## src/design/rsm_cfg.svh

```systemverilog
// timing and layout constants for the repeat string move sequencer
// assumes costs are given directly in core clock cycles
`ifndef RSM_CFG_SVH
`define RSM_CFG_SVH

`define RSM_BYTE_SMALL_LIM 32'h4
`define RSM_T_BYTE_SMALL 8'h9
`define RSM_T_BYTE_START 8'h32
`define RSM_SHORT_MAX 32'hc
`define RSM_T_SHORT 8'h14
`define RSM_FAST_MIN 32'h4c
`define RSM_T_FAST 8'h28
`define RSM_T_FAST_SPLIT 8'h23
`define RSM_T_MID 8'hf
`define RSM_PIECE_BYTES 32'h10
`define RSM_PIECE_OFS_MSB 3
`define RSM_PIECES_PER_LINE 2'h3
`define RSM_SPLIT_EXTRA 8'h2
`define RSM_FIFO_DEPTH 16
`define RSM_XFER_W 67

`endif

```

## src/design/rsm_pkg.sv

```systemverilog
// types for the repeat string move sequencer
// assumes rsm_cfg.svh is available on the include path
package rsm_pkg;

    typedef enum logic [1:0] {
        RSM_G_BYTE = 2'h0,
        RSM_G_WORD = 2'h1,
        RSM_G_DWORD = 2'h2,
        RSM_G_QWORD = 2'h3
    } rsm_gran_t;

    typedef enum logic [2:0] {
        RSM_S_IDLE = 3'h1,
        RSM_S_START = 3'h2,
        RSM_S_RUN = 3'h4
    } rsm_state_t;

endpackage

```

## src/design/rsm_fifo.sv

```systemverilog
// descriptor fifo with a registered output stage
// assumes a single clock; depth is a power of two
module rsm_fifo #(
    parameter int W = 67,
    parameter int D = 16
) (
    input wire logic clk_i,
    input wire logic arst_n_i,
    input wire logic in_valid_i,
    output logic in_ready_o,
    input wire logic [W-1:0] in_data_i,
    output logic out_valid_o,
    input wire logic out_ready_i,
    output logic [W-1:0] out_data_o
);
    localparam int AW = $clog2(D);
    localparam logic [AW:0] DEPTH_P = (AW+1)'(D);

    logic [W-1:0] mem [D];
    logic [AW:0] wptr_reg, wptr_next;
    logic [AW:0] rptr_reg, rptr_next;
    logic out_valid_reg, out_valid_next;
    logic [W-1:0] out_data_reg, out_data_next;
    logic push, load_out;

    always_comb begin
        in_ready_o = (wptr_reg - rptr_reg) != DEPTH_P;
        push = in_valid_i && in_ready_o;
        load_out = (wptr_reg != rptr_reg) && (!out_valid_reg || out_ready_i);
        wptr_next = push ? wptr_reg + 1'b1 : wptr_reg;
        rptr_next = load_out ? rptr_reg + 1'b1 : rptr_reg;
        out_data_next = load_out ? mem[rptr_reg[AW-1:0]] : out_data_reg;
        if (load_out) begin
            out_valid_next = 1'b1;
        end else if (out_ready_i) begin
            out_valid_next = 1'b0;
        end else begin
            out_valid_next = out_valid_reg;
        end
    end

    always_ff @(posedge clk_i) begin
        if (push) begin
            mem[wptr_reg[AW-1:0]] <= in_data_i;
        end
    end

    always_ff @(posedge clk_i or negedge arst_n_i) begin
        if (!arst_n_i) begin
            wptr_reg <= '0;
            rptr_reg <= '0;
            out_valid_reg <= 1'b0;
            out_data_reg <= '0;
        end else begin
            wptr_reg <= wptr_next;
            rptr_reg <= rptr_next;
            out_valid_reg <= out_valid_next;
            out_data_reg <= out_data_next;
        end
    end

    assign out_valid_o = out_valid_reg;
    assign out_data_o = out_data_reg;
endmodule // rsm_fifo

```

## src/design/rsm_seq.sv

```systemverilog
// repeat string move / store sequencer with latency model
// assumes the command comes from logic on MCLK_I and addresses ascend
//
// Summary of operation
// - each iteration moves one byte/word/dword/qword element
// - small byte moves finish in nine cycles
// - byte moves above nine pay fifty-cycle startup
// - short wide moves take about twenty cycles
// - long wide moves use sixteen-byte pieces
// - split-free fast mode: 40 plus 4/64B
// - split fast mode: 35 plus 6/64B
// - intermediate wide moves: fifteen plus one/element
// - fast mode allowed for unaligned addresses
`include "rsm_cfg.svh"
module rsm_seq
    import rsm_pkg::*;
(
    input wire logic MCLK_I,
    input wire logic ARST_N_I,
    input wire logic START_I,
    input wire logic STORE_I,
    input wire logic [1:0] GRAN_I,
    input wire logic [31:0] COUNT_I,
    input wire logic [31:0] SRC_I,
    input wire logic [31:0] DST_I,
    output logic BUSY_O,
    output logic DONE_O,
    output logic FAST_O,
    output logic SPLIT_O,
    output logic [31:0] REMAIN_O,
    output logic XFER_VALID_O,
    input wire logic XFER_READY_I,
    output logic XFER_PIECE_O,
    output logic [1:0] XFER_SIZE_O,
    output logic [31:0] XFER_SRC_O,
    output logic [31:0] XFER_DST_O
);
    function automatic logic [31:0] elem_bytes(input logic [1:0] g);
        elem_bytes = 32'h1 << g;
    endfunction

    function automatic logic [31:0] elem_per_piece(input logic [1:0] g);
        elem_per_piece = `RSM_PIECE_BYTES >> g;
    endfunction

    rsm_state_t state_reg, state_next;
    logic [31:0] remain_reg, remain_next;
    logic [31:0] src_reg, src_next;
    logic [31:0] dst_reg, dst_next;
    logic [1:0] gran_reg, gran_next;
    logic fast_reg, fast_next;
    logic split_reg, split_next;
    logic store_reg, store_next;
    logic [7:0] wait_reg, wait_next;
    logic [1:0] piece_cnt_reg, piece_cnt_next;
    logic done_reg, done_next;
    logic in_valid, in_ready;
    logic in_piece;
    logic [`RSM_XFER_W-1:0] in_data, out_data;
    logic go_fast, go_split;
    logic [7:0] startup;
    logic [31:0] step;

    // mode and startup cost chosen once at entry
    always_comb begin
        go_fast = (GRAN_I != RSM_G_BYTE) && (COUNT_I >= `RSM_FAST_MIN);
        // pieces keep the start offset, so a misaligned start splits some line
        go_split = go_fast && ((DST_I[`RSM_PIECE_OFS_MSB:0] != 4'h0) ||
            (!STORE_I && (SRC_I[`RSM_PIECE_OFS_MSB:0] != 4'h0)));
        if (GRAN_I == RSM_G_BYTE) begin
            if (COUNT_I < `RSM_BYTE_SMALL_LIM) begin
                startup = `RSM_T_BYTE_SMALL - COUNT_I[7:0];
            end else begin
                // counts four to nine also take the long byte startup
                startup = `RSM_T_BYTE_START;
            end
        end else if (COUNT_I <= `RSM_SHORT_MAX) begin
            startup = `RSM_T_SHORT - COUNT_I[7:0];
        end else if (go_split) begin
            startup = `RSM_T_FAST_SPLIT;
        end else if (go_fast) begin
            startup = `RSM_T_FAST;
        end else begin
            startup = `RSM_T_MID;
        end
    end

    always_comb begin
        state_next = state_reg;
        remain_next = remain_reg;
        src_next = src_reg;
        dst_next = dst_reg;
        gran_next = gran_reg;
        fast_next = fast_reg;
        split_next = split_reg;
        store_next = store_reg;
        wait_next = wait_reg;
        piece_cnt_next = piece_cnt_reg;
        done_next = 1'b0;
        in_valid = 1'b0;
        in_piece = fast_reg && (remain_reg >= elem_per_piece(gran_reg));
        step = in_piece ? `RSM_PIECE_BYTES : elem_bytes(gran_reg);
        case (state_reg)
            RSM_S_IDLE: begin
                if (START_I) begin
                    if (COUNT_I == 32'h0) begin
                        done_next = 1'b1;
                    end else begin
                        remain_next = COUNT_I;
                        src_next = SRC_I;
                        dst_next = DST_I;
                        gran_next = GRAN_I;
                        store_next = STORE_I;
                        fast_next = go_fast;
                        split_next = go_split;
                        // the first push itself uses the last startup cycle
                        wait_next = startup - 8'h1;
                        piece_cnt_next = 2'h0;
                        state_next = RSM_S_START;
                    end
                end
            end
            RSM_S_START: begin
                if (wait_reg > 8'h1) begin
                    wait_next = wait_reg - 8'h1;
                end else begin
                    wait_next = 8'h0;
                    state_next = RSM_S_RUN;
                end
            end
            RSM_S_RUN: begin
                if (wait_reg != 8'h0) begin
                    wait_next = wait_reg - 8'h1;
                end else begin
                    // a full fifo stalls issue; the cost model then stretches
                    in_valid = 1'b1;
                    if (in_ready) begin
                        src_next = src_reg + step;
                        dst_next = dst_reg + step;
                        if (in_piece) begin
                            remain_next = remain_reg - elem_per_piece(gran_reg);
                            piece_cnt_next = piece_cnt_reg + 2'h1;
                            // split path: 4 pieces cost 6 cycles, so 2 idle per 64B
                            if (split_reg && piece_cnt_reg == `RSM_PIECES_PER_LINE) begin
                                wait_next = `RSM_SPLIT_EXTRA;
                            end
                        end else begin
                            remain_next = remain_reg - 32'h1;
                        end
                        if (remain_next == 32'h0) begin
                            done_next = 1'b1;
                            state_next = RSM_S_IDLE;
                        end
                    end
                end
            end
            default: begin
                state_next = RSM_S_IDLE;
            end
        endcase
        in_data = {in_piece, gran_reg, store_reg ? 32'h0 : src_reg, dst_reg};
    end

    always_ff @(posedge MCLK_I or negedge ARST_N_I) begin
        if (!ARST_N_I) begin
            state_reg <= RSM_S_IDLE;
            remain_reg <= 32'h0;
            src_reg <= 32'h0;
            dst_reg <= 32'h0;
            gran_reg <= 2'h0;
            fast_reg <= 1'b0;
            split_reg <= 1'b0;
            store_reg <= 1'b0;
            wait_reg <= 8'h0;
            piece_cnt_reg <= 2'h0;
            done_reg <= 1'b0;
        end else begin
            state_reg <= state_next;
            remain_reg <= remain_next;
            src_reg <= src_next;
            dst_reg <= dst_next;
            gran_reg <= gran_next;
            fast_reg <= fast_next;
            split_reg <= split_next;
            store_reg <= store_next;
            wait_reg <= wait_next;
            piece_cnt_reg <= piece_cnt_next;
            done_reg <= done_next;
        end
    end

    rsm_fifo #(
        .W(`RSM_XFER_W),
        .D(`RSM_FIFO_DEPTH)
    ) u_fifo (
        .clk_i(MCLK_I),
        .arst_n_i(ARST_N_I),
        .in_valid_i(in_valid),
        .in_ready_o(in_ready),
        .in_data_i(in_data),
        .out_valid_o(XFER_VALID_O),
        .out_ready_i(XFER_READY_I),
        .out_data_o(out_data)
    );

    assign BUSY_O = state_reg != RSM_S_IDLE;
    assign DONE_O = done_reg;
    assign FAST_O = fast_reg;
    assign SPLIT_O = split_reg;
    assign REMAIN_O = remain_reg;
    assign XFER_PIECE_O = out_data[66];
    assign XFER_SIZE_O = out_data[65:64];
    assign XFER_SRC_O = out_data[63:32];
    assign XFER_DST_O = out_data[31:0];
endmodule // rsm_seq

```

## config.mk

```make
export PLATFORM = sky130hd
export DESIGN_NAME = rsm_seq
export DESIGN_NICKNAME = d
export VERILOG_FILES = /design/src/design/rsm_pkg.sv /design/src/design/rsm_fifo.sv /design/src/design/rsm_seq.sv
export VERILOG_INCLUDE_DIRS = /design/src /design/src/design
export SDC_FILE = /design/constraint.sdc
export NUM_CORES = 2
export LEC_CHECK = 0
export BUFFER_PORTS_ARGS = -buffer_cell sky130_fd_sc_hd__buf_2
export CELL_PAD_IN_SITES_DETAIL_PLACEMENT = 1
export CELL_PAD_IN_SITES_GLOBAL_PLACEMENT = 2
export CORE_ASPECT_RATIO = 1.5
export CORE_MARGIN = 3
export CORE_UTILIZATION = 40
export DETAILED_ROUTE_END_ITERATION = 7
export GPL_ROUTABILITY_DRIVEN = 0
export PLACE_DENSITY = 0.67
export SKIP_LAST_GASP = 1
export SYNTH_ARGS = -nofsm -noshare
export SYNTH_HDL_FRONTEND = slang
export SYNTH_SLANG_ARGS = --single-unit
```

## constraint.sdc

```tcl
create_clock -name MCLK_I -period 10.35 [get_ports MCLK_I]
set_input_delay 1.035 -clock MCLK_I [delete_from_list [all_inputs] [get_ports MCLK_I]]
set_output_delay 1.035 -clock MCLK_I [all_outputs]
set_load 0.01 [all_outputs]
```

== After elaboration in Yosys (flattened, before gate mapping) ==
Memory sizes are Yosys's and may differ from the RTL's. A register that Yosys moved wholly into a read port is not among the register bits.
Index checks and enable logic that the tools add are counted.

* Order comparisons: 5
* Add/sub/neg operators: 12
* Bitwise logic cells: 1
* Equal/unequal tests: 17
* Multiplexer cells: 59
* Shifts and indexed selects: 2
* Reduce and logical (&&, ||, !) cells: 27

{| class="wikitable"
|+ Operator list
! cell !! number
|-
| $mux 32 || 18
|-
| $pmux 32 s2 || 3
|-
| $mux 8 || 10
|-
| $add 32x32->32 || 2
|-
| $logic_not 32->1 || 2
|-
| $ge 32x32->1 || 1
|-
| $ge 32x7->1 const B || 1
|-
| $le 32x4->1 const B || 1
|-
| $lt 32x3->1 const B || 1
|-
| $shl 1x2->32 const A || 1
|-
| $shr 5x2->32 const A || 1
|-
| $sub 32x1->32 const B || 1
|-
| $sub 32x32->32 || 1
|-
| $pmux 8 s3 || 1
|-
| $mux 3 || 6
|-
| $reduce_and 6->1 || 3
|-
| $sub 8x1->8 const B || 2
|-
| $ne 2x2->1 const B || 7
|-
| $mux 6 || 2
|-
| $mux 1 || 11
|-
| $add 5x1->5 const B || 2
|-
| $mux 2 || 5
|-
| $ne 3x3->1 const B || 3
|-
| $pmux 3 s3 || 1
|-
| other kinds (25) || 37
|}

* Register bits after elaboration: 126
* Output and inout port bits: 104
* Bits in writable memories: 1072
* Memories kept: 1
* Bits of input ports: 103
* Logic and storage cells: 138

{| class="wikitable"
|+ Memories
! memory !! words !! width !! read ports !! clocked after Yosys merged registers in !! write ports !! line !! source
|-
| u_fifo.mem || 16 || 67 || 1 || 1 || 1 || rsm_fifo.sv:19 || <nowiki>logic [W-1:0] mem [D];</nowiki>
|}

== Logic depth before layout (Yosys ltp) ==
* Depth in word-level cells: 12
* Depth in mapped cells: 24
* Gate-level depth less buffers: 20

== Hierarchy ==
Synthesis repeated with hierarchy kept, for this count alone.

* Cell total of the unflattened synthesis: 3044
* Area, all modules: 52240.1 um2

{| class="wikitable"
|+ Modules (own cells, without submodules)
! module !! area each (um2) !! cells an instance !! seq. area each (um2) !! times used
|-
| rsm_fifo || 43485.5 || 1886 || 34142.7 || 1
|-
| rsm_seq || 8754.6 || 1158 || 2879.0 || 1
|}

== Worst setup path after synthesis ==
No wires, ideal clock.

* Path kind: register to register
* Start point: register u_fifo.rptr_reg[2]
* End point: memory u_fifo.mem[3][0], enable pin
* Period minus slack after synthesis: 8.397 ns
* Data required time: 9.776 ns
* Arrival: 7.823 ns
* Buffers on the path: 2
* Slack: 1.953 ns
* Cell stages (with the launch flop): 13
* Path through: dfrtp_1 > clkinv_1 > clkbuf_1 > clkbuf_1 > ha_1 > o21a_1 > o21ai_0 > a21boi_0 > o2111ai_1 > o2bb2ai_1 > nor2_1 > nand2_1 > nor3_1

* Word-level cells in the longest chain between the ends: 5

{| class="wikitable"
|+ Ends and longest elaborated chain
! what !! line !! source
|-
| start, declared || rsm_fifo.sv:21 || <nowiki>logic [AW:0] rptr_reg, rptr_next;</nowiki>
|-
| start signal, assigned || rsm_fifo.sv:56 || <nowiki>rptr_reg <= rptr_next;</nowiki>
|-
| $sub 5x5->5 || rsm_fifo.sv:27 || <nowiki>in_ready_o = (wptr_reg - rptr_reg) != DEPTH_P;</nowiki>
|-
| $ne 5x5->1 || rsm_fifo.sv:27 ||
|-
| $logic_and 1x1->1 || rsm_fifo.sv:28 || <nowiki>push = in_valid_i && in_ready_o;</nowiki>
|-
| $mux 1 || rsm_fifo.sv:43 || <nowiki>if (push) begin</nowiki>
|-
| $mux 1 (not written as such) || rsm_fifo.sv:44 || <nowiki>mem[wptr_reg[AW-1:0]] <= in_data_i;</nowiki>
|-
| end, declared || rsm_fifo.sv:19 ||
|}

No other way between the ends.

== Worst setup path in the final report ==
* Start point: register gran_reg[0]
* End point: register dst_reg[25]

* Word-level cells in the longest chain between the ends: 8
* Elaborated cells between the ends (all ways): 9
* Classes of those cells: add/sub (1); order compare (1); shift (2); mux (4); reduce/logical (1)

{| class="wikitable"
|+ Ends and longest elaborated chain
! what !! line !! source
|-
| start, declared || rsm_seq.sv:50 || <nowiki>logic [1:0] gran_reg, gran_next;</nowiki>
|-
| start signal, assigned || rsm_seq.sv:182 || <nowiki>gran_reg <= gran_next;</nowiki>
|-
| $shr 5x2->32 (no source line) || -- ||
|-
| $ge 32x32->1 || rsm_seq.sv:101 || <nowiki>in_piece = fast_reg && (remain_reg >= elem_per_piece(gran_reg));</nowiki>
|-
| $logic_and 1x1->1 || rsm_seq.sv:101 ||
|-
| $mux 32 (*) || rsm_seq.sv:102 || <nowiki>step = in_piece ? `RSM_PIECE_BYTES : elem_bytes(gran_reg);</nowiki>
|-
| $add 32x32->32 (*) || rsm_seq.sv:139 || <nowiki>dst_next = dst_reg + step;</nowiki>
|-
| $mux 32 (*) || rsm_seq.sv:137 || <nowiki>if (in_ready) begin</nowiki>
|-
| $mux 32 (*) || rsm_seq.sv:132 || <nowiki>if (wait_reg != 8'h0) begin</nowiki>
|-
| $pmux 32 s2 (*) || rsm_seq.sv:103 || <nowiki>case (state_reg)</nowiki>
|-
| end signal, assigned || rsm_seq.sv:181 || <nowiki>dst_reg <= dst_next;</nowiki>
|-
| end, declared || rsm_seq.sv:49 || <nowiki>logic [31:0] dst_reg, dst_next;</nowiki>
|}

Every way passes the cells marked *; elsewhere a longest branch is shown, timed or not. The select of a mux whose other input is x is not followed.
A chain may end at the register's enable or synchronous reset.

==> flow_metrics.env <==
export IMPL_outcome="completed"
export IMPL_wirelength_um=146000
export IMPL_first_pass_iters=5
export IMPL_ctsResizeCount=0
export IMPL_synth_top_area_share_pct=62.0
export IMPL_drc_errors=0
export IMPL_min_path_type="in -> async"
export IMPL_grt_pass1_wl_um=214000
export IMPL_drive_above_1_share_pct=28.4
export IMPL_relSlewSlack_pct=12.3
export IMPL_ys_flop_type="edfxtp_1"
export IMPL_setup_viol=0
export IMPL_dp_hpwl_um=88800
export IMPL_crit_path_end_kind="register"
export IMPL_synth_area_um2=51900
export IMPL_synth_top_area_cell="edfxtp_1"
export IMPL_fin_crit_sh_pct=63.5
export IMPL_reg2reg_depth=19
export IMPL_leakage_nw=22.3
export IMPL_power_density_nw_per_um2=191
export IMPL_cts_made_buffers=116
export IMPL_initial_utilization_pct=40.4
export IMPL_r2r_start="gran_reg[0]$_DFFE_PN0P_"
export IMPL_cts_sinks=1265
export IMPL_cts_setup_buffers=0
export IMPL_largest_reg_flops=1072
export IMPL_peakVddDrop_v=0.000204
export IMPL_layout_setup_ws_ns=3.77
export IMPL_grt_max_degree=171
export IMPL_clockBufferDepth=3
export IMPL_worstPathArrival_ns=7.24
export IMPL_r2r_slack_ns=3.77
export IMPL_setup_tns_final_ns=0
export IMPL_grt_ovfl_total=0
export IMPL_synth_seq_area_share_pct=71.3
export IMPL_ys_async_sr_fraction_pct=15.3
export IMPL_placementRows=161
export IMPL_post_drt_wl_per_cell_um=29.8
export IMPL_worstSetupStartpointType="register"
export IMPL_multi_input_area_um2=14300
export IMPL_die_w_um=300
export IMPL_synthesis_nets=2983
export IMPL_required_ns=11.02
export IMPL_max_freq_mhz=152
export IMPL_finalClockSkew_ns=0.0570
export IMPL_path_max_fanout=37
export IMPL_stdcell_count=4899
export IMPL_io_pins=207
export IMPL_seqCellArea_um2=37000
export IMPL_cts_htree_levels=3
export IMPL_io_buffers=206
export IMPL_place_ws_ns=3.81
export IMPL_ys_seq_elements=1265
export IMPL_synth_edf_count=1072
export IMPL_hold_viol=0
export IMPL_syn_avg_cell_area_um2=18.2
export IMPL_worstMarginPinSlew_ns=1.30
export IMPL_ctsHoldBuffers=0
export IMPL_fin_nets=3206
export IMPL_vias=28400
export IMPL_cts_tree="yes"
export IMPL_slew_viol_final=0
export IMPL_die_area_um2=134000
export IMPL_cts_root_buffer="clkbuf_16"
export IMPL_synth_commonest_cells="edfxtp_1, mux4_2, dfrtp_1, nand2_1, nor2_1"
export IMPL_worstSetupPathType="reg -> reg"
export IMPL_yosysMostFrequentCell="edfxtp_1"
export IMPL_ys_types=85
export IMPL_antenna_found_initial=26
export IMPL_rsz0062_at_grt="false"
export IMPL_avgViaCountPerCell=5.80
export IMPL_clk_pin_slew_ns=0.07
export IMPL_grt_pass1_vias=30700
export IMPL_timing_rr_end="dst_reg[25]$_DFFE_PN0P_"
export IMPL_clock_latency_ns=0.76
export IMPL_core_area_um2=129000
export IMPL_dp_cells=4671
export IMPL_syn2layout_area_growth_pct=13.6
export IMPL_synthCells=2855
export IMPL_drv_cap=0
export IMPL_drtIter0Drc=2062
export IMPL_antenna_left=0
export IMPL_fillCellCount=12300
export IMPL_yosysWarnings=0
export IMPL_die_h_um=447
export IMPL_gr_usage_all_layers_pct=22.0
export IMPL_synth_area_leaders="edfxtp_1, mux4_2, dfrtp_1, mux2_2, a21oi_1"
export IMPL_period_minus_slack_ns=6.58
## through the flow
| stage | hold slack (ns) | total power, mW | utilization, % | cell area (um2) |
|---|---|---|---|---|
| after floorplan | 0.460 | 6.69 | - | 51900 |
| after global placement | 0.472 | 7.09 | 42.9 | 55100 |
| after detailed placement | 0.488 | 7.11 | 42.9 | 55100 |
| after CTS | 0.319 | 11.4 | 45.9 | 59000 |
| after global routing | 0.367 | 11.7 | 45.9 | 59000 |
| final | 0.344 | 11.2 | 45.9 | 59000 |
## report_power, final
group / internal [mW] / total (mW) / switching, mW
sequential: 5.47 / 5.61 / 0.146
clock: 2.37 / 4.31 / 1.94
combinational: 0.585 / 1.33 / 0.744
total: 8.42 / 11.2 / 2.83
## layout make-up
type,instances,area share [%]
flip-flops and latches,1265,62.8
multi-input cells,1398,24.3
clock buffers,154,5.37
well taps,1711,3.63
repair buffers,266,2.57
clock inverters,66,1.12
inverters,31,0.206
diodes,8,0.0339
## worst max path at each step
stage	startpoint	endpoint	slack [ns]	cells past startpoint
CTS	gran_reg[0]$_DFFE_PN0P_	dst_reg[25]$_DFFE_PN0P_	3.74	19
finish	gran_reg[0]$_DFFE_PN0P_	dst_reg[25]$_DFFE_PN0P_	3.77	19
detailed placement	gran_reg[0]$_DFFE_PN0P_	dst_reg[25]$_DFFE_PN0P_	3.81	19
floorplan	u_fifo.rptr_reg[2]$_DFFE_PN0P_	u_fifo.mem[3][0]$_DFFE_PP_	1.95	12
global route	gran_reg[0]$_DFFE_PN0P_	dst_reg[25]$_DFFE_PN0P_	3.12	19
global placement	gran_reg[0]$_DFFE_PN0P_	dst_reg[23]$_DFFE_PN0P_	4.09	19
## placed cells by master, fill, tap and decap left out, types with 12 or more instances in the layout
cell          n
clkbuf_16   116
clkinv_1     15
nor2b_1      40
and3_1       30
a22oi_1      16
mux4_2      335
a21oi_1     115
o22ai_1      30
xnor2_1      22
or3_1        16
clkinv_2     25
a31oi_1      18
buf_2       205
ha_1         25
nand2b_1     12
a311oi_1     13
inv_1        29
dfrtp_1     189
nor2_1      111
edfxtp_1   1072
clkbuf_8     12
o21ai_0      94
mux2_2       68
nand3_1      56
a211oi_1     15
nor4_1       20
buf_4        58
nor3_1       26
nand4_1      12
clkbuf_1     26
nor2_4       13
nand2_1     144
## routing by layer
layer | global-route usage, % | vias up | part of all wire (%)
met3 | 3.05 | 204 | 4.6
met2 | 39.6 | 768 | 53
met4 | 7.08 | 10 | 3.0
li1 | - | 12100 | -
met1 | 27.5 | 15300 | 39
met5 | 0 | - | 0.039
## cells by family after synthesis
| logic type | share of synthesized area, % |
|---|---|
| compound gates | 5.01 |
| xor+xnor | 0.557 |
| fa+ha+maj | 0.641 |
| buf+inv | 1.42 |
| flops | 71.3 |
| mux | 16.0 |
| simple gates | 5.03 |
## worst max-delay path, stage by stage (launching register included)
cell and delay [ns]:
dfrtp_1 1.05, nor2b_1 0.31, inv_1 0.08, ha_1 0.37, and3_1 0.21, nand2b_1 0.22
nor3_1 0.56, a21o_4 0.40, inv_4 0.22, nor2_1 0.21, ha_1 0.25, and3_1 0.22
nor2b_1 0.19, o211ai_1 0.10, a21o_1 0.31, or3_1 0.48, nor4_2 0.61, nand2_1 0.19
o31ai_1 0.28, a22o_1 0.18
Note: power is estimated with default switching activity, not from simulation.
